**src/hw/dtg_cfg.svh**
```systemverilog
`ifndef DTG_CFG_SVH
`define DTG_CFG_SVH
`define DTG_CK_PS 5000
`define DTG_CYC(ps) (((ps) + `DTG_CK_PS - 1) / `DTG_CK_PS)
`define DTG_MAX(a, b) (((a) > (b)) ? (a) : (b))
`define DTG_T_RRD_PS 7500
`define DTG_RRD_CYC `DTG_MAX(4, `DTG_CYC(`DTG_T_RRD_PS))
`define DTG_T_FAW_PS 40000
`define DTG_FAW_CYC `DTG_CYC(`DTG_T_FAW_PS)
`define DTG_T_WTR_PS 7500
`define DTG_WTR_CYC `DTG_MAX(4, `DTG_CYC(`DTG_T_WTR_PS))
`define DTG_T_RTP_PS 7500
`define DTG_RTP_CYC `DTG_MAX(4, `DTG_CYC(`DTG_T_RTP_PS))
`define DTG_T_WR_PS 15000
`define DTG_WR_CYC `DTG_CYC(`DTG_T_WR_PS)
`define DTG_T_RP_PS 15000
`define DTG_DAL_CYC (`DTG_WR_CYC + `DTG_CYC(`DTG_T_RP_PS))
`define DTG_MRD_CYC 4
`define DTG_T_MOD_PS 15000
`define DTG_MOD_CYC `DTG_MAX(12, `DTG_CYC(`DTG_T_MOD_PS))
`define DTG_MPRR_CYC 1
`define DTG_ZQINIT_CYC 512
`define DTG_ZQOPER_CYC 256
`define DTG_ZQCS_CYC 64
`define DTG_T_RFC_PS 110000
`define DTG_RFC_CYC `DTG_CYC(`DTG_T_RFC_PS)
`define DTG_T_XPR_EXTRA_PS 10000
`define DTG_XPR_CYC `DTG_MAX(5, `DTG_CYC(`DTG_T_RFC_PS + `DTG_T_XPR_EXTRA_PS))
`define DTG_XS_CYC `DTG_XPR_CYC
`define DTG_DLLK_CYC 512
`define DTG_T_CKE_PS 7500
`define DTG_CKE_CYC `DTG_MAX(3, `DTG_CYC(`DTG_T_CKE_PS))
`define DTG_CKESR_CYC (`DTG_CKE_CYC + 1)
`define DTG_T_CKSR_PS 10000
`define DTG_CKSR_CYC `DTG_MAX(5, `DTG_CYC(`DTG_T_CKSR_PS))
`define DTG_T_XP_PS 7500
`define DTG_XP_CYC `DTG_MAX(3, `DTG_CYC(`DTG_T_XP_PS))
`define DTG_T_XPDLL_PS 24000
`define DTG_XPDLL_CYC `DTG_MAX(10, `DTG_CYC(`DTG_T_XPDLL_PS))
`define DTG_ODTH_LONG 6
`define DTG_ODTH_SHORT 4
`define DTG_BURST_HALF 4
`define DTG_CHOP_HALF 2
`define DTG_T_REFI_PS 7800000
`define DTG_REFI_CYC `DTG_CYC(`DTG_T_REFI_PS)
`define DTG_REF_MAX_OWED 9
`define DTG_CKE_SAT 4'hf
`define DTG_SINCE_SAT 10'h3ff
`endif

```
**src/hw/dtg_pkg.sv**
```systemverilog
`default_nettype none
package dtg_pkg;
  typedef logic [9:0] dtg_cnt_t;
  typedef enum logic [3:0] {
    CMD_NOP = 4'h0, CMD_ACT = 4'h1, CMD_RD = 4'h2, CMD_WR = 4'h3,
    CMD_PRE = 4'h4, CMD_PREA = 4'h5, CMD_REF = 4'h6, CMD_MRS = 4'h7,
    CMD_ZQCL = 4'h8, CMD_ZQCS = 4'h9, CMD_SRE = 4'ha, CMD_SRX = 4'hb,
    CMD_PDE = 4'hc, CMD_PDX = 4'hd
  } dtg_cmd_t;
  typedef enum logic [2:0] {
    ST_INIT = 3'h0, ST_RUN = 3'h1, ST_PD = 3'h3, ST_SREF = 3'h2, ST_WAKE = 3'h6
  } dtg_state_t;
endpackage
`default_nettype wire

```
**src/hw/dtg_timing_guard.sv**
```systemverilog
`timescale 1ns/1ps
`default_nettype none
`include "dtg_cfg.svh"
// Operation
// [RULE1] activates to different banks spaced by activate gap, at least four cycles
// [RULE2] at most four activates inside any rolling four-activate window
// [RULE3] read waits write-to-read gap after the write burst ends
// [RULE4] precharge waits read-to-precharge gap after a read to that bank
// [RULE5] write with auto-precharge blocks its bank for write recovery plus precharge
// [RULE6] two mode register sets at least four cycles apart
// [RULE7] other commands wait the mode register update delay after a set
// [RULE8] one cycle between multipurpose read burst end and exiting mode set
// [RULE9] long calibration holds all commands 512 cycles first, then 256
// [RULE10] short calibration holds all commands for 64 cycles
// [RULE11] after clock enable rises on reset exit, wait reset exit time
// [RULE12] refresh then 110 ns before activate or refresh; at most nine intervals owed
// [RULE13] self-refresh exit waits exit time before non-lock commands
// [RULE14] self-refresh exit waits full loop lock time before reads
// [RULE15] clock enable stays low in self-refresh at least minimum pulse plus one
// [RULE16] clock kept valid after low-power entry and restored before exit
// [RULE17] clock enable high or low pulses last at least minimum pulse width
// [RULE18] power-down may follow activate, precharge or refresh after one cycle; here entry after refresh also waits the refresh cycle time
// [RULE19] power-down after read waits read latency plus five cycles
// [RULE20] power-down after write waits latency, burst, recovery, plus one with auto-precharge
// [RULE21] power-down exit waits exit time; lock commands wait longer after dll-off
// [RULE22] termination stays high six cycles, four with chopped write
// [RULE23] time minimums converted to cycles round up
// [RULE24] device delays auto-precharge until activate-to-precharge time met
// [RULE25] keep per-bank and global records of last command times
module dtg_timing_guard
  import dtg_pkg::*;
#(
  parameter int RL = 11,
  parameter int WL = 8,
  parameter int NBANK = 8,
  parameter int REFI_CYC = `DTG_REFI_CYC,
  parameter int REF_LIMIT_CYC = `DTG_REF_MAX_OWED * `DTG_REFI_CYC
)(
  input wire logic sys_clk,
  input wire logic nrst,
  input wire logic req_valid,
  input wire dtg_cmd_t req_cmd,
  input wire logic [$clog2(NBANK)-1:0] req_bank,
  input wire logic req_ap,
  input wire logic req_bc4,
  input wire logic odt_req,
  input wire logic pd_dll_off,
  output logic req_ready,
  output dtg_cmd_t ddr_cmd_q,
  output logic [$clog2(NBANK)-1:0] ddr_bank_q,
  output logic ddr_ap_q,
  output logic ddr_cke_q,
  output logic ddr_ck_en_q,
  output logic ddr_odt_q,
  output logic ref_due_q,
  output logic ref_urgent_q
);
  localparam int BW = $clog2(NBANK);

  // [RULE23] rounded-up cycle counts
  // the cycle macros round every time minimum up, so gap() only shifts by the take edge

  function automatic dtg_cnt_t gap(input int n);
    gap = dtg_cnt_t'((n > 1) ? n - 1 : 0);
  endfunction

  function automatic dtg_cnt_t dec(input dtg_cnt_t c);
    dec = (c == '0) ? '0 : c - dtg_cnt_t'(1);
  endfunction

  // keep the later of a running wait and a new one
  function automatic dtg_cnt_t later(input dtg_cnt_t c, input int n);
    later = (gap(n) > dec(c)) ? gap(n) : dec(c);
  endfunction

  dtg_state_t state_q;
  logic acc;
  logic ok;
  logic wake_sr_q;
  logic dll_off_q;
  logic zq_done_q;
  logic [3:0] cke_cnt_q;
  dtg_cnt_t busy_q, rrd_q, wtr_q, mrd_q, mod_q, mpr_q, rfc_q;
  dtg_cnt_t exit_q, lock_q, pde_q, cksr_q, odth_q;
  dtg_cnt_t faw_q [4];
  logic [1:0] faw_ptr_q;
  dtg_cnt_t rtp_q [NBANK];
  dtg_cnt_t dal_q [NBANK];
  logic [NBANK-1:0] rtp_free, dal_free;
  logic [15:0] ref_cnt_q;

  assign acc = req_valid && req_ready;
  assign req_ready = ok;

  // [RULE25] per-bank records
  for (genvar b = 0; b < NBANK; b++)
  begin : g_bank
    logic hit;
    assign hit = acc && (req_bank == BW'(b));
    assign rtp_free[b] = (rtp_q[b] == '0);
    assign dal_free[b] = (dal_q[b] == '0);
    always_ff @(posedge sys_clk or negedge nrst)
    begin
      if (!nrst)
      begin
        rtp_q[b] <= '0;
        dal_q[b] <= '0;
      end
      else
      begin
        // [RULE4] read to precharge
        rtp_q[b] <= (hit && req_cmd == CMD_RD) ? later(rtp_q[b], `DTG_RTP_CYC) : dec(rtp_q[b]);
        // [RULE5] auto-precharge recovery
        if (hit && req_cmd == CMD_WR && req_ap)
          dal_q[b] <= later(dal_q[b], WL + `DTG_BURST_HALF + `DTG_DAL_CYC);
        else
          dal_q[b] <= dec(dal_q[b]);
      end
    end
  end

  always_comb
  begin
    logic g;
    g = (busy_q == '0) && (exit_q == '0);
    ok = 1'b0;
    case (state_q)
      ST_RUN:
        case (req_cmd)
          CMD_NOP: ok = 1'b1;
          // [RULE1] [RULE2] activate spacing
          CMD_ACT: ok = g && rrd_q == '0 && faw_q[faw_ptr_q] == '0 && rfc_q == '0
                        && mod_q == '0 && dal_free[req_bank];
          // [RULE3] [RULE14] reads wait write gap and lock
          CMD_RD: ok = g && wtr_q == '0 && lock_q == '0 && mod_q == '0;
          CMD_WR: ok = g && mod_q == '0;
          CMD_PRE: ok = g && mod_q == '0 && rtp_free[req_bank] && dal_free[req_bank];
          CMD_PREA: ok = g && mod_q == '0 && &rtp_free && &dal_free;
          // [RULE12] refresh cycle time
          CMD_REF: ok = g && rfc_q == '0 && mod_q == '0 && &dal_free;
          // [RULE6] [RULE8] mode set spacing
          CMD_MRS: ok = g && mrd_q == '0 && mpr_q == '0;
          CMD_ZQCL, CMD_ZQCS: ok = g && mod_q == '0;
          // [RULE17] clock enable pulse before entry
          CMD_SRE, CMD_PDE: ok = g && pde_q == '0 && mod_q == '0 && rfc_q == '0
                                && cke_cnt_q >= 4'(`DTG_CKE_CYC);
          default: ok = 1'b0;
        endcase
      // [RULE15] self-refresh low time
      ST_SREF: ok = (req_cmd == CMD_SRX) && cke_cnt_q >= 4'(`DTG_CKESR_CYC);
      ST_PD: ok = (req_cmd == CMD_PDX) && cke_cnt_q >= 4'(`DTG_CKE_CYC);
      default: ok = 1'b0;
    endcase
  end

  always_ff @(posedge sys_clk or negedge nrst)
  begin
    if (!nrst)
    begin
      state_q <= ST_INIT;
      wake_sr_q <= 1'b0;
      dll_off_q <= 1'b0;
    end
    else
      case (state_q)
        ST_INIT: if (cksr_q == '0) state_q <= ST_RUN;
        ST_RUN:
        begin
          if (acc && req_cmd == CMD_SRE) state_q <= ST_SREF;
          if (acc && req_cmd == CMD_PDE)
          begin
            state_q <= ST_PD;
            dll_off_q <= pd_dll_off;
          end
        end
        ST_SREF, ST_PD:
        begin
          if (acc)
          begin
            state_q <= ST_WAKE;
            wake_sr_q <= (state_q == ST_SREF);
          end
        end
        ST_WAKE: if (cksr_q == '0) state_q <= ST_RUN;
        default: state_q <= ST_INIT;
      endcase
  end

  // clock enable pin and its pulse width
  always_ff @(posedge sys_clk or negedge nrst)
  begin
    if (!nrst)
    begin
      ddr_cke_q <= 1'b0;
      cke_cnt_q <= '0;
    end
    else if ((state_q == ST_INIT || state_q == ST_WAKE) && cksr_q == '0)
    begin
      ddr_cke_q <= 1'b1;
      cke_cnt_q <= '0;
    end
    else if (acc && (req_cmd == CMD_SRE || req_cmd == CMD_PDE))
    begin
      ddr_cke_q <= 1'b0;
      cke_cnt_q <= '0;
    end
    else if (cke_cnt_q != `DTG_CKE_SAT)
      cke_cnt_q <= cke_cnt_q + 4'h1;
  end

  // [RULE16] clock hold after entry, valid before exit
  always_ff @(posedge sys_clk or negedge nrst)
  begin
    if (!nrst)
    begin
      cksr_q <= dtg_cnt_t'(`DTG_CKSR_CYC - 1);
      ddr_ck_en_q <= 1'b1;
    end
    else
    begin
      if (acc && (req_cmd == CMD_SRE || req_cmd == CMD_PDE || req_cmd == CMD_SRX
                  || req_cmd == CMD_PDX))
        cksr_q <= gap(`DTG_CKSR_CYC);
      else
        cksr_q <= dec(cksr_q);
      if (acc && (req_cmd == CMD_SRX || req_cmd == CMD_PDX))
        ddr_ck_en_q <= 1'b1;
      else if ((state_q == ST_SREF || state_q == ST_PD) && cksr_q == '0)
        ddr_ck_en_q <= 1'b0;
    end
  end

  // command bus waits
  always_ff @(posedge sys_clk or negedge nrst)
  begin
    if (!nrst)
    begin
      busy_q <= '0;
      rrd_q <= '0;
      wtr_q <= '0;
      mrd_q <= '0;
      mod_q <= '0;
      mpr_q <= '0;
      rfc_q <= '0;
    end
    else
    begin
      // [RULE11] reset exit wait
      if (state_q == ST_INIT && cksr_q == '0)
        busy_q <= later(busy_q, `DTG_XPR_CYC);
      // [RULE9] long calibration, longer first time
      else if (acc && req_cmd == CMD_ZQCL)
        busy_q <= later(busy_q, zq_done_q ? `DTG_ZQOPER_CYC : `DTG_ZQINIT_CYC);
      // [RULE10] short calibration
      else if (acc && req_cmd == CMD_ZQCS)
        busy_q <= later(busy_q, `DTG_ZQCS_CYC);
      else
        busy_q <= dec(busy_q);
      rrd_q <= (acc && req_cmd == CMD_ACT) ? gap(`DTG_RRD_CYC) : dec(rrd_q);
      // [RULE3] burst end then write-to-read gap
      if (acc && req_cmd == CMD_WR)
        wtr_q <= later(wtr_q, WL + (req_bc4 ? `DTG_CHOP_HALF : `DTG_BURST_HALF)
                       + `DTG_WTR_CYC);
      else
        wtr_q <= dec(wtr_q);
      // [RULE6] [RULE7] mode set cycle and update
      mrd_q <= (acc && req_cmd == CMD_MRS) ? gap(`DTG_MRD_CYC) : dec(mrd_q);
      mod_q <= (acc && req_cmd == CMD_MRS) ? gap(`DTG_MOD_CYC) : dec(mod_q);
      // [RULE8] read burst end to mode set
      if (acc && req_cmd == CMD_RD)
        mpr_q <= later(mpr_q, RL + `DTG_BURST_HALF + `DTG_MPRR_CYC);
      else
        mpr_q <= dec(mpr_q);
      // [RULE12] refresh cycle time
      rfc_q <= (acc && req_cmd == CMD_REF) ? gap(`DTG_RFC_CYC) : dec(rfc_q);
    end
  end

  always_ff @(posedge sys_clk or negedge nrst)
  begin
    if (!nrst)
      zq_done_q <= 1'b0;
    else if (acc && req_cmd == CMD_ZQCL)
      zq_done_q <= 1'b1;
  end

  // [RULE2] oldest of the last four activates
  always_ff @(posedge sys_clk or negedge nrst)
  begin
    if (!nrst)
    begin
      faw_ptr_q <= '0;
      for (int i = 0; i < 4; i++) faw_q[i] <= '0;
    end
    else
    begin
      for (int i = 0; i < 4; i++)
        faw_q[i] <= (acc && req_cmd == CMD_ACT && faw_ptr_q == 2'(i))
                    ? gap(`DTG_FAW_CYC) : dec(faw_q[i]);
      if (acc && req_cmd == CMD_ACT) faw_ptr_q <= faw_ptr_q + 2'h1;
    end
  end

  // low-power entry and exit waits
  always_ff @(posedge sys_clk or negedge nrst)
  begin
    if (!nrst)
    begin
      pde_q <= '0;
      exit_q <= '0;
      lock_q <= '0;
    end
    else
    begin
      if (acc)
        case (req_cmd)
          // [RULE18] one cycle after these
          CMD_ACT, CMD_PRE, CMD_PREA, CMD_REF: pde_q <= later(pde_q, 1);
          // [RULE19] read to power-down
          CMD_RD: pde_q <= later(pde_q, RL + `DTG_BURST_HALF + 1);
          // [RULE20] write to power-down
          CMD_WR: pde_q <= later(pde_q, WL + (req_bc4 ? `DTG_CHOP_HALF : `DTG_BURST_HALF)
                                 + `DTG_WR_CYC + (req_ap ? 1 : 0));
          CMD_MRS: pde_q <= later(pde_q, `DTG_MOD_CYC);
          default: pde_q <= dec(pde_q);
        endcase
      else
        pde_q <= dec(pde_q);
      if (state_q == ST_WAKE && cksr_q == '0)
      begin
        // [RULE13] [RULE21] exit waits
        exit_q <= wake_sr_q ? gap(`DTG_XS_CYC) : gap(`DTG_XP_CYC);
        // [RULE14] [RULE21] lock waits for reads
        lock_q <= wake_sr_q ? gap(`DTG_DLLK_CYC) : (dll_off_q ? gap(`DTG_XPDLL_CYC) : '0);
      end
      else
      begin
        exit_q <= dec(exit_q);
        lock_q <= dec(lock_q);
      end
    end
  end

  // [RULE22] termination high time
  always_ff @(posedge sys_clk or negedge nrst)
  begin
    if (!nrst)
    begin
      ddr_odt_q <= 1'b0;
      odth_q <= '0;
    end
    else
    begin
      ddr_odt_q <= odt_req || (odth_q != '0);
      if (odt_req && !ddr_odt_q)
        odth_q <= gap(`DTG_ODTH_LONG);
      else if (acc && req_cmd == CMD_WR && ddr_odt_q)
        odth_q <= later(odth_q, req_bc4 ? `DTG_ODTH_SHORT : `DTG_ODTH_LONG);
      else
        odth_q <= dec(odth_q);
    end
  end

  // [RULE12] refresh owed; the device refreshes itself in self-refresh
  always_ff @(posedge sys_clk or negedge nrst)
  begin
    if (!nrst)
    begin
      ref_cnt_q <= '0;
      ref_due_q <= 1'b0;
      ref_urgent_q <= 1'b0;
    end
    else
    begin
      if ((acc && req_cmd == CMD_REF) || state_q == ST_SREF)
        ref_cnt_q <= '0;
      else if (ref_cnt_q != 16'hffff)
        ref_cnt_q <= ref_cnt_q + 16'h1;
      ref_due_q <= ref_cnt_q >= 16'(REFI_CYC);
      ref_urgent_q <= ref_cnt_q >= 16'(REF_LIMIT_CYC - REFI_CYC);
    end
  end

  always_ff @(posedge sys_clk or negedge nrst)
  begin
    if (!nrst)
    begin
      ddr_cmd_q <= CMD_NOP;
      ddr_bank_q <= '0;
      ddr_ap_q <= 1'b0;
    end
    else
    begin
      ddr_cmd_q <= acc ? req_cmd : CMD_NOP;
      ddr_bank_q <= acc ? req_bank : ddr_bank_q;
      ddr_ap_q <= acc && req_ap;
    end
  end

  // cycles since each command last went out, for checking only
  logic [9:0] since_q [16];
  for (genvar c = 0; c < 16; c++)
  begin : g_since
    always_ff @(posedge sys_clk or negedge nrst)
    begin
      if (!nrst)
        since_q[c] <= `DTG_SINCE_SAT;
      else if (ddr_cmd_q == dtg_cmd_t'(c))
        since_q[c] <= 10'h1;
      else if (since_q[c] != `DTG_SINCE_SAT)
        since_q[c] <= since_q[c] + 10'h1;
    end
  end

  localparam int A_RRD = `DTG_RRD_CYC;
  localparam int A_WTR = WL + `DTG_CHOP_HALF + `DTG_WTR_CYC;
  localparam int A_MRD = `DTG_MRD_CYC;
  localparam int A_MOD = `DTG_MOD_CYC;
  localparam int A_RFC = `DTG_RFC_CYC;
  localparam int A_ZQS = `DTG_ZQCS_CYC;
  localparam int A_ZQL = `DTG_ZQOPER_CYC;
  localparam int A_RDPD = RL + `DTG_BURST_HALF + 1;
endmodule
`default_nettype wire

```
**config.mk**
```make
export PLATFORM = sky130hd
export DESIGN_NAME = dtg_timing_guard
export DESIGN_NICKNAME = d
export VERILOG_FILES = /design/src/hw/dtg_pkg.sv /design/src/hw/dtg_timing_guard.sv
export VERILOG_INCLUDE_DIRS = /design/src /design/src/hw
export SDC_FILE = /design/constraint.sdc
export NUM_CORES = 1
export LEC_CHECK = 0
export BUFFER_PORTS_ARGS = -buffer_cell sky130_fd_sc_hd__buf_2
export CAP_MARGIN = 20
export CORE_MARGIN = 2
export CORE_UTILIZATION = 61
export CTS_CLUSTER_DIAMETER = 100
export DETAILED_ROUTE_END_ITERATION = 10
export HOLD_SLACK_MARGIN = 0.15
export PLACE_DENSITY_LB_ADDON = 0.25
export SLEW_MARGIN = 20
export SYNTH_ARGS = -nofsm -noshare
export SYNTH_HDL_FRONTEND = slang
export SYNTH_SLANG_ARGS = --single-unit
```
**constraint.sdc**
```tcl
create_clock -name sys_clk -period 5.7 [get_ports sys_clk]
set_input_delay 0 -clock sys_clk [delete_from_list [all_inputs] [get_ports sys_clk]]
set_output_delay 0 -clock sys_clk [all_outputs]
set_load 0.05 [all_outputs]
```
==> results.md, run 1 <==
- Main combinational cell family by area after synthesis: simple AND/OR/NAND/NOR gates
- Final net count: 2232
- CTS H-tree depth: 2
- Fin. max-slew vios: 0
- Top post-synthesis cells by area: dfrtp_1 46%, nor2_1 5.7%, xnor2_1 5.5%
- Number of global-route vias before repair: around 15k
- DP Wirelength: 28960 µm
- Deepest clock path buffer count: 3
- First-pass GRT wire length: between 70000 and 80000 µm
- Post-Synth Simple-Gate Area: roughly a quarter
- Fillers: 2387
- Post-synth top cells: 359 x dfrtp_1, 295 x nor2_1, 159 x nand2_1
- Worst Max-Slew Pin Slew: 1.005 ns
- Post-layout util: around two thirds
- CP arrival: 4.83 ns
- Final wirelength: 41340 µm
- Fin crit share: roughly 78%
- Area grow syn2layout: 10.11%
- TritonRoute pass-1 iters: 5
- Syn_area_per_cell: 9.331 µm²
- Port-buffer cells: 27
- Resized Gates After CTS: 0
- Most frequent cell after synthesis: dfrtp_1
- Hold Crit Class: in -> async
- Die ar.: 33380 µm²
- Crit path buf inv count: 2
- Die span in y: approximately 180 µm
- Sequential fraction of the synthesis area: 46.38%
- Core area: 31470 µm²
- CTS tree: done
- Worst flop-to-flop path startpoint: busy_q[0]
- Final Setup Violations: 0
- Cell family contributing the most delay on the critical path: simple AND/OR/NAND/NOR gates
- Top-level I/O count: 28
- Post-synthesis xor/xnor area fraction: 8.227%
- RSZ-0062 raised after global routing: no
- Drt via density: approximately 6
- Post-synthesis cell area: 19480 µm²
- Share of async-settable or async-resettable flops after synthesis: 100.0%
- Clk sink count: roughly 360
- Post-synth EDFFs: 0
- # diodes: 0
- Maximum vdd drop: between 0.0003 and 0.0004 V
- Worst-path fanout max: 16
- Distinct cells, synth: 85
- Worst Path Required: 6.10 ns
- Cts bufs inserted: 38
- Compound-Gate Fraction of Synth Area: 10.83%
- GRT Total Usage: 25.33%
- DRT antenna net count: 0
- Internal reg-to-reg setup slack: between 1 and 1.5 ns
- Area leader, netlist: dfrtp_1
- Critical-path cell list: inv_1, ha_1, nor3b_1, nand4_1, and4bb_2, o2111ai_1, a311oi_1, nor2_1, a21oi_4, nand2_1, mux2_2, dlygate4sd3_1
- Synth Register Bits: about 360
- Clock root cell: clkbuf_16
- Chip width: around 180 µm
- Final Hold Vio Count: 0
- Final Critical Period: 4.429 ns
- Drt initial violations: between 900 and 1k
- CP Launch Type: register
- Worst-Skew Late Latency: 0.54 ns
- Critical path type: reg -> reg
- Largest stage delay on the critical path: ~0.56 ns
- Share of Yosys cell area claimed by the top area cell type: 46.11%
- Ys flop type: dfrtp_1
- Row Count: 65
- Maximum clock rate: 225.8 MHz
- Slowest cell on crit path: dlygate4sd3_1
- Starting Density: 61.90%
- Clock Skew: 0.02050 ns
- RD Place Congestion: slightly below 0.9
- PD cells: 517.3 nW/µm²
- Wire per inst: 16.09 µm
- Layout cell share with drive strength beyond 1: roughly 7.6%
- CTS clk-pin slew, worst paths: 0.06 ns
- Synth warnings: 0
- DR DRC count: 0
- Reg2reg end: dll_off_q
- Reg2Reg Depth: 12
- Rel. slew slack: 32.97%
- Total negative slack: 0 ns
- Crit. End Element: register
- Status: finished clean
- Proportion of synthesized area in mux cells: 1.850%
- Gate count of the mapped netlist: 2088
- Initial antenna violation count: 0
- Vias: 15.22k
- Total grt overflow: 0
- Maxcap violations: 0
- Post-synthesis adder-cell area fraction: 4.996%
- Largest net degree at the start of global routing: 170
- LEAKAGE: 0.009154 µW
report_power, final:
group          internal, µW  total [µW]  switching, µW  leakage [µW]
clock                  1470        2470           1000      0.000610
combinational          1760        3910           2150       0.00422
sequential             3640        4720           1080       0.00433
total                  6870       11100           4230       0.00915
flip-flops by register name (all words and copies together) (netlist names), 16 cells and up:
name / flops
ref_cnt_q: 16
rtp_q: 80
dal_q: 80
faw_q: 40
cell type report:
type | count | area (µm²) | share of cell area (%)
multi-input combinational | 1589 | 9917 | 46.23
clock inverter | 12 | 141.4 | 0.6591
sequential | 361 | 9036 | 42.12
clock buffer | 55 | 1096 | 5.109
tap | 402 | 503.0 | 2.345
timing repair buffer | 53 | 390.4 | 1.820
inverter | 98 | 367.9 | 1.715
what timing repair did:
item	in CTS	in global routing
hold buffers	15	0
endpoints found under the hold margin	181	0
buffers inserted	0	0
cells by family after synthesis:
logic type	count (synthesis)
and+or+nand+nor	954
DFF	361
AOI/OAI and AO/OA	335
xor gates and xnor gates	183
buffers and inverters	143
adders and majority gates	78
muxes	32
other	2
how the worst max path moves through the flow:
stage	startpoint	to	slack, ns	depth (start not counted)
floorplan	rtp_q[60]	wtr_q[1]	2.27	11
global placement	rtp_q[60]	faw_ptr_q[1]	1.75	12
detailed placement	busy_q[0]	dal_q[32]	1.61	12
CTS	rtp_q[12]	dll_off_q	1.32	11
global route	busy_q[0]	dll_off_q	1.06	12
finish	busy_q[0]	dll_off_q	1.27	12
per-layer routing:
layer / wire length [µm] / part of all wire, % / track usage (%)
met1: 18820 / 46 / 34.08
met2: 19910 / 48 / 42.68
met3: 1753 / 4.2 / 4.031
met4: 863 / 2.1 / 7.323
met5: 0 / 0 / 0
layout by cell type, fill, tap and decap left out, types with 14 or more instances in the layout:
| cell type | count |
|---|---|
| nand4_1 | 14 |
| nand3_1 | 42 |
| a21o_1 | 31 |
| nand2b_1 | 23 |
| and3_1 | 20 |
| or3_1 | 42 |
| o21ai_0 | 117 |
| ha_1 | 77 |
| xnor2_1 | 123 |
| a21oi_1 | 78 |
| dlygate4sd3_1 | 15 |
| mux2_2 | 18 |
| nor4_1 | 56 |
| nand2_1 | 159 |
| inv_1 | 98 |
| dfrtp_1 | 359 |
| buf_2 | 26 |
| xor2_1 | 60 |
| nor2b_1 | 30 |
| nor2_1 | 295 |
| or4_1 | 33 |
| clkbuf_16 | 39 |
| nor3_1 | 148 |
per-stage QoR:
| stage | setup WS [ns] | hold WS, ns | cells | instance area (µm²) | total power, µW |
|---|---|---|---|---|---|
| finish | 1.271 | 0.1345 | 2570 | 21450 | 11100 |
| global route | 1.061 | 0.2392 | 2570 | 21450 | 11990 |
| CTS | 1.322 | 0.1951 | 2570 | 21450 | 11130 |
| detailed placement | 1.609 | 0.1678 | 2488 | 20060 | 8572 |
| global placement | 1.755 | 0.1587 | 2488 | 20060 | 8343 |
| floorplan | 2.270 | -0.2956 | 2093 | 19500 | 7612 |
Note: power is estimated with default switching activity, not from simulation.
==> run 2, diff against run 1 <==
--- a/config.mk
+++ b/config.mk
@@ -9,7 +9,7 @@
 export BUFFER_PORTS_ARGS = -buffer_cell sky130_fd_sc_hd__buf_2
 export CAP_MARGIN = 20
 export CORE_MARGIN = 2
-export CORE_UTILIZATION = 61
+export CORE_UTILIZATION = 58
 export CTS_CLUSTER_DIAMETER = 100
 export DETAILED_ROUTE_END_ITERATION = 10
 export HOLD_SLACK_MARGIN = 0.15
==> constraint.sdc (replaced) <==
create_clock -name sys_clk -period 3.85 [get_ports sys_clk]
set_input_delay 0 -clock sys_clk [delete_from_list [all_inputs] [get_ports sys_clk]]
set_output_delay 0 -clock sys_clk [all_outputs]
set_load 0.05 [all_outputs]
==> results.md, run 2 (synthesis gave the netlist of run 1 again) <==
- Post-Place Cells: 2566
- Clock Skew: between 0.01 and 0.015 ns
- Worst Path Required: roughly 4.3 ns
- Wire per inst: 16.06 µm
- Crit. End Element: register
- Total grt overflow: 0
- Most common cell after layout, fill and taps aside: dfrtp_1
- Final net count: 2269
- Maxcap violations: 0
- DP Wirelength: 29770 µm
- Maximum vdd drop: 0.0003916 V
- Fin. max-slew vios: 0
- CP Launch Type: register
- Initial antenna violation count: 0
- Commonest non-fill, non-tap cells in the layout: 358 x dfrtp_1, 294 x nor2_1, 159 x nand2_1, 147 x nor3_1, 123 x xnor2_1
- Critical path depth: 11
- Worst setup path startpoint: rtp_q[74]
- Final Non-Filler Cells: 2652
- Number of global-route vias before repair: 15.47k
- LEAKAGE: between 0.009 and 0.01 µW
- Biggest regs: dal_q (80), rtp_q (80), faw_q (40)
- Post-layout util: 65.91%
- Layout cell share with drive strength beyond 1: 9.755%
- Largest net degree at the start of global routing: 100
- Critical path type: reg -> reg
- GRT Total Usage: 24.84%
- Final Hold Vio Count: 0
- Die ar.: 35070 µm²
- DRT antenna net count: 0
- Hold Crit Class: in -> reg
- Final Setup Violations: 0
- Final Critical Period: 3.689 ns
- PD cells: approximately 760 nW/µm²
- Worst-Skew Late Latency: 0.54 ns
- Final wirelength: about 43000 µm
- CTS clk-pin slew, worst paths: 0.06 ns
- Worst-path fanout max: 7
- Core area: 33280 µm²
- Drt initial violations: 992
- CTS H-tree depth: 2
- Area grow syn2layout: 12.59%
- CP arrival: roughly 4 ns
- Reg2Reg Depth: 11
- Die span in y: roughly 190 µm
- Status: finished clean
- RD Place Congestion: 0.8786
- Crit path buf inv count: 2
- Clk sink count: 361
- Starting Density: roughly 59%
- DR DRC count: 0
- Row Count: 67
- Slowest cell on crit path: dlygate4sd3_1
- Chip width: 187.3 µm
- End point of the critical path: odth_q[2]
- Drt via density: 5.789
- First-pass GRT wire length: 72790 µm
- Rel. slew slack: between 40% and 50%
- Deepest clock path buffer count: 3
- # diodes: 0
- Worst flop-to-flop path startpoint: rtp_q[74]
- Largest stage delay on the critical path: ~0.57 ns
- Port-buffer cells: 27
- TritonRoute pass-1 iters: 5
- Total negative slack: 0 ns
- WHS: around 0.23 ns
- Top-level I/O count: 28
- Cell family contributing the most delay on the critical path: simple AND/OR/NAND/NOR gates
- Internal reg-to-reg setup slack: 0.16 ns
- Clock root cell: clkbuf_16
- Fin crit share: a little over nine tenths
- Vias: 15.35k
- Maximum clock rate: 271.1 MHz
- Critical-path cell list: or4_4, nor4b_4, nand2_2, or3_4, a2111oi_4, o21a_2, buf_4, o2111ai_2, nand3_1, o211ai_1, dlygate4sd3_1
- CTS tree: done
- Cts bufs inserted: 41
- Reg2reg end: odth_q[2]
- Worst Max-Slew Pin Slew: 0.7722 ns
- Total design power: 16650 µW
==> run 2: cell types whose count changed in the layout (fill, tap and decap cells not counted), sizes merged <==
cell	change
clkbuf	+1
clkinv	+1
clkinvlp	+2
inv	-1
bufinv	-1
buf	+34
==> run 2: cell type report <==
type,count,area (µm²)
timing repair buffer,87,703.2
tap,448,560.5
multi-input combinational,1589,9978
clock inverter,13,126.4
sequential,361,9037
clock buffer,56,1162
fill,2672,11340
inverter,98,367.9
==> run 2: repair_timing <==
| item | in CTS | in global routing |
|---|---|---|
| buffers inserted | 0 | 1 |
| hold endpoints to repair | 298 | 0 |
| resized for setup | 0 | 14 |
| endpoints found under the setup margin | 0 | 26 |
| hold buffers | 16 | 0 |
==> run 2: per-layer routing <==
layer,GRT usage [%],part of all wire (%)
met2,41.61,48
met3,4.128,4.5
met4,8.791,3.0
met5,0,0
met1,32.82,45
==> run 2: worst min-delay path by stage <==
| stage | cells after the start | start | endpoint | slack, ns |
|---|---|---|---|---|
| floorplan | 0 | nrst | busy_q[0] | -0.30 |
| global placement | 1 | nrst | rtp_q[37] | 0.08 |
| detailed placement | 1 | nrst | rtp_q[37] | 0.08 |
| CTS | 3 | odt_req | ddr_odt_q | 0.20 |
| global route | 3 | odt_req | ddr_odt_q | 0.24 |
| finish | 3 | odt_req | ddr_odt_q | 0.23 |
==> run 2: where the power goes <==
part | leakage [µW] | internal (µW) | switching [µW]
Sequential | 0.00432 | 5390 | 1610
Clock | 0.000631 | 2240 | 1520
Combinational | 0.00442 | 2690 | 3200
==> run 2: worst reg2reg max path, cell delays in order (launching register included) <==
cell and delay [ns]:
dfrtp_2 0.45, or4_4 0.54, nor4b_4 0.40, nand2_2 0.08, or3_4 0.40, a2111oi_4 0.39, o21a_2 0.19, buf_4 0.15
o2111ai_2 0.18, nand3_1 0.13, o211ai_1 0.09, dlygate4sd3_1 0.57
==> run 2: through the flow <==
| stage | area, µm² | worst slack, ns |
|---|---|---|
| 6_report | 21940 | 0.1608 |
| 4_1_cts | 21860 | 0.07189 |
| 3_3_place_gp | 20390 | 0.2571 |
| 5_1_grt | 21940 | -0.01733 |
| 2_1_floorplan | 19500 | 0.4204 |
| 3_5_place_dp | 20390 | 0.1711 |
==> run 3, diff against run 2 <==
--- a/config.mk
+++ b/config.mk
@@ -6,12 +6,12 @@
 export SDC_FILE = /design/constraint.sdc
 export NUM_CORES = 1
 export LEC_CHECK = 0
-export BUFFER_PORTS_ARGS = -buffer_cell sky130_fd_sc_hd__buf_2
 export CAP_MARGIN = 20
 export CORE_MARGIN = 2
 export CORE_UTILIZATION = 58
 export CTS_CLUSTER_DIAMETER = 100
 export DETAILED_ROUTE_END_ITERATION = 10
+export DONT_BUFFER_PORTS = 1
 export HOLD_SLACK_MARGIN = 0.15
 export PLACE_DENSITY_LB_ADDON = 0.25
 export SLEW_MARGIN = 20
==> results.md, run 3 (synthesis gave the netlist of run 1 again) <==
- Number of global-route vias before repair: roughly 15k
- Worst-Skew Late Latency: 0.54 ns
- Initial antenna violation count: 0
- RSZ-0062 raised after global routing: no
- Worst Path Required: 4.30 ns
- Worst Max-Slew Pin Slew: approximately 1.0 ns
- Violated checks: hold timing
- Setup bufs post-CTS: 0
- Vias: between 15k and 20k
- Maxcap violations: 0
- Largest stage delay on the critical path: approximately 0.54 ns
- Commonest non-fill, non-tap cells in the layout: 359 x dfrtp_1, 294 x nor2_1, 159 x nand2_1, 148 x nor3_1, 123 x xnor2_1
- Final Hold Vio Count: 361
- Clk sink count: around 360
- Total negative slack: 0 ns
- Final Critical Period: 3.731 ns
- DRT antenna net count: 0
- Post-CTS Hold Buffers: 13
- Maximum vdd drop: between 0.0004 and 0.0005 V
- Internal reg-to-reg setup slack: 0.12 ns
- Drt initial violations: 1102
- Clock Skew: 0.01257 ns
- Chip width: 187.3 µm
- Slowest cell on crit path: or4_1
- Switching share of power: 37.65%
- Wire per inst: 16.32 µm
- Biggest regs: dal_q (80), rtp_q (80), faw_q (40)
- Fillers: 2702
- Deepest clock path buffer count: 3
- Clock root cell: clkbuf_16
- Fin. max-slew vios: 0
- # diodes: 0
- GRT Total Usage: 24.74%
- Clk pwr share: 23.0%
- TritonRoute pass-1 iters: 5
- Post-layout util: 65.27%
- Net switching power: 6232 µW
- Die ar.: 35070 µm²
- Status: finished, violations left
- Drt via density: 5.909
- Cell family contributing the most delay on the critical path: simple AND/OR/NAND/NOR gates
- Critical path type: reg -> reg
- CP arrival: 4.18 ns
- Crit path buf inv count: 2
- Worst setup path startpoint: mod_q[0]
- PD cells: between 700 and 800 nW/µm²
- LEAKAGE: just over 0.009 µW
- Total grt overflow: 0
- Worst flop-to-flop path startpoint: mod_q[0]
- Top-level I/O count: 28
- Core area: 33280 µm²
- CTS tree: done
- Layout cell share with drive strength beyond 1: 8.123%
- Largest net degree at the start of global routing: roughly 360
- CTS clk-pin slew, worst paths: 0.06 ns
- RD Place Congestion: 0.8608
- Comb pwr share: 34.2%
- Reg power frac: 42.8%
- Row Count: 67
- First-pass GRT wire length: 72600 µm
- Worst-path fanout max: 16
- Final Setup Violations: 0
- Rel. slew slack: 31.18%
- Starting Density: 58.54%
- Area after DPL: about 20000 µm²
- Crit. End Element: register
- CP Launch Type: register
- Cts bufs inserted: about 40
- Internal power: 10320 µW
- Final wirelength: 42880 µm
- Fin crit share: 96.90%
- Finished Cell Area: 21720 µm²
- Most common cell after layout, fill and taps aside: dfrtp_1
- Maximum clock rate: 268.0 MHz
- DP Wirelength: 29080 µm
- Hold Crit Class: in -> async
- Port-buffer cells: 0
- CTS H-tree depth: 2
- DR DRC count: 0
- Area grow syn2layout: 11.50%
- WHS: -0.8450 ns
- Critical-path cell list: inv_1, ha_1, or3b_2, nor4_1, and4bb_2, o2111ai_1, a311oi_2, or2_1, o21ai_4, buf_4, or4_1, o21ai_0
- Final net count: 2239
- Die span in y: about 190 µm
-- run 3: layout make-up --
| class | instances | area (µm²) | area share, % |
|---|---|---|---|
| Clock buffer | 67 | 1256 | 5.783 |
| Clock inverter | 7 | 66.31 | 0.3053 |
| Inverter | 98 | 367.9 | 1.693 |
| Multi-Input combinational cell | 1589 | 9962 | 45.86 |
| Sequential cell | 361 | 9036 | 41.60 |
| Tap cell | 448 | 560.5 | 2.580 |
| Timing Repair Buffer | 57 | 473.0 | 2.177 |
-- run 3: power groups by stage --
stage               combinational (µW)  sequential [µW]  clock [µW]
CTS                               5660             7040        3890
floorplan                         4590             6680           0
finish                            5660             7080        3810
detailed placement                5580             7070           0
global route                      6500             7320        4040
global placement                  5340             6990           0
-- run 3: what timing repair did --
| item | 4_1_cts | 5_1_grt |
|---|---|---|
| gates resized for setup | 0 | 8 |
| endpoints found under the setup margin | 0 | 139 |
| hold endpoints to repair | 536 | 361 |
-- run 3: through the flow --
step | total power [µW] | instances | hold slack [ns] | worst slack, ns
3_5_place_dp | 12650 | 2540 | -0.2830 | 0.1500
3_3_place_gp | 12320 | 2540 | -0.2837 | 0.1758
4_1_cts | 16590 | 2627 | -0.8656 | 0.07690
6_report | 16550 | 2627 | -0.8450 | 0.1192
5_1_grt | 17860 | 2627 | -0.8662 | 0.0001839
2_1_floorplan | 11270 | 2093 | -0.2956 | 0.4204
-- run 3: worst reg2reg max path, cell delays in order (launching register included) --
cell       delay (ns)
dfrtp_1          0.39
inv_1            0.07
ha_1             0.17
or3b_2           0.52
nor4_1           0.50
and4bb_2         0.35
o2111ai_1        0.15
a311oi_2         0.31
or2_1            0.22
o21ai_4          0.08
buf_4            0.24
or4_1            0.55
o21ai_0          0.10
-- run 3: layer usage --
layer / part of all wire [%] / track usage [%]
met3: 5.1 / 3.959
met4: 2.4 / 7.387
met5: 0 / 0
met2: 47 / 40.33
met1: 45 / 34.25
-- run 3: final timing paths --
check,to,cells after the start
max in group asynchronous,wtr_q[2],0
worst max register to register,rtp_q[10],12
worst max-delay path,rtp_q[10],12
worst min register to register,busy_q[8],1
worst min-delay path,faw_q[13],0
min in group sys_clk,dll_off_q,2
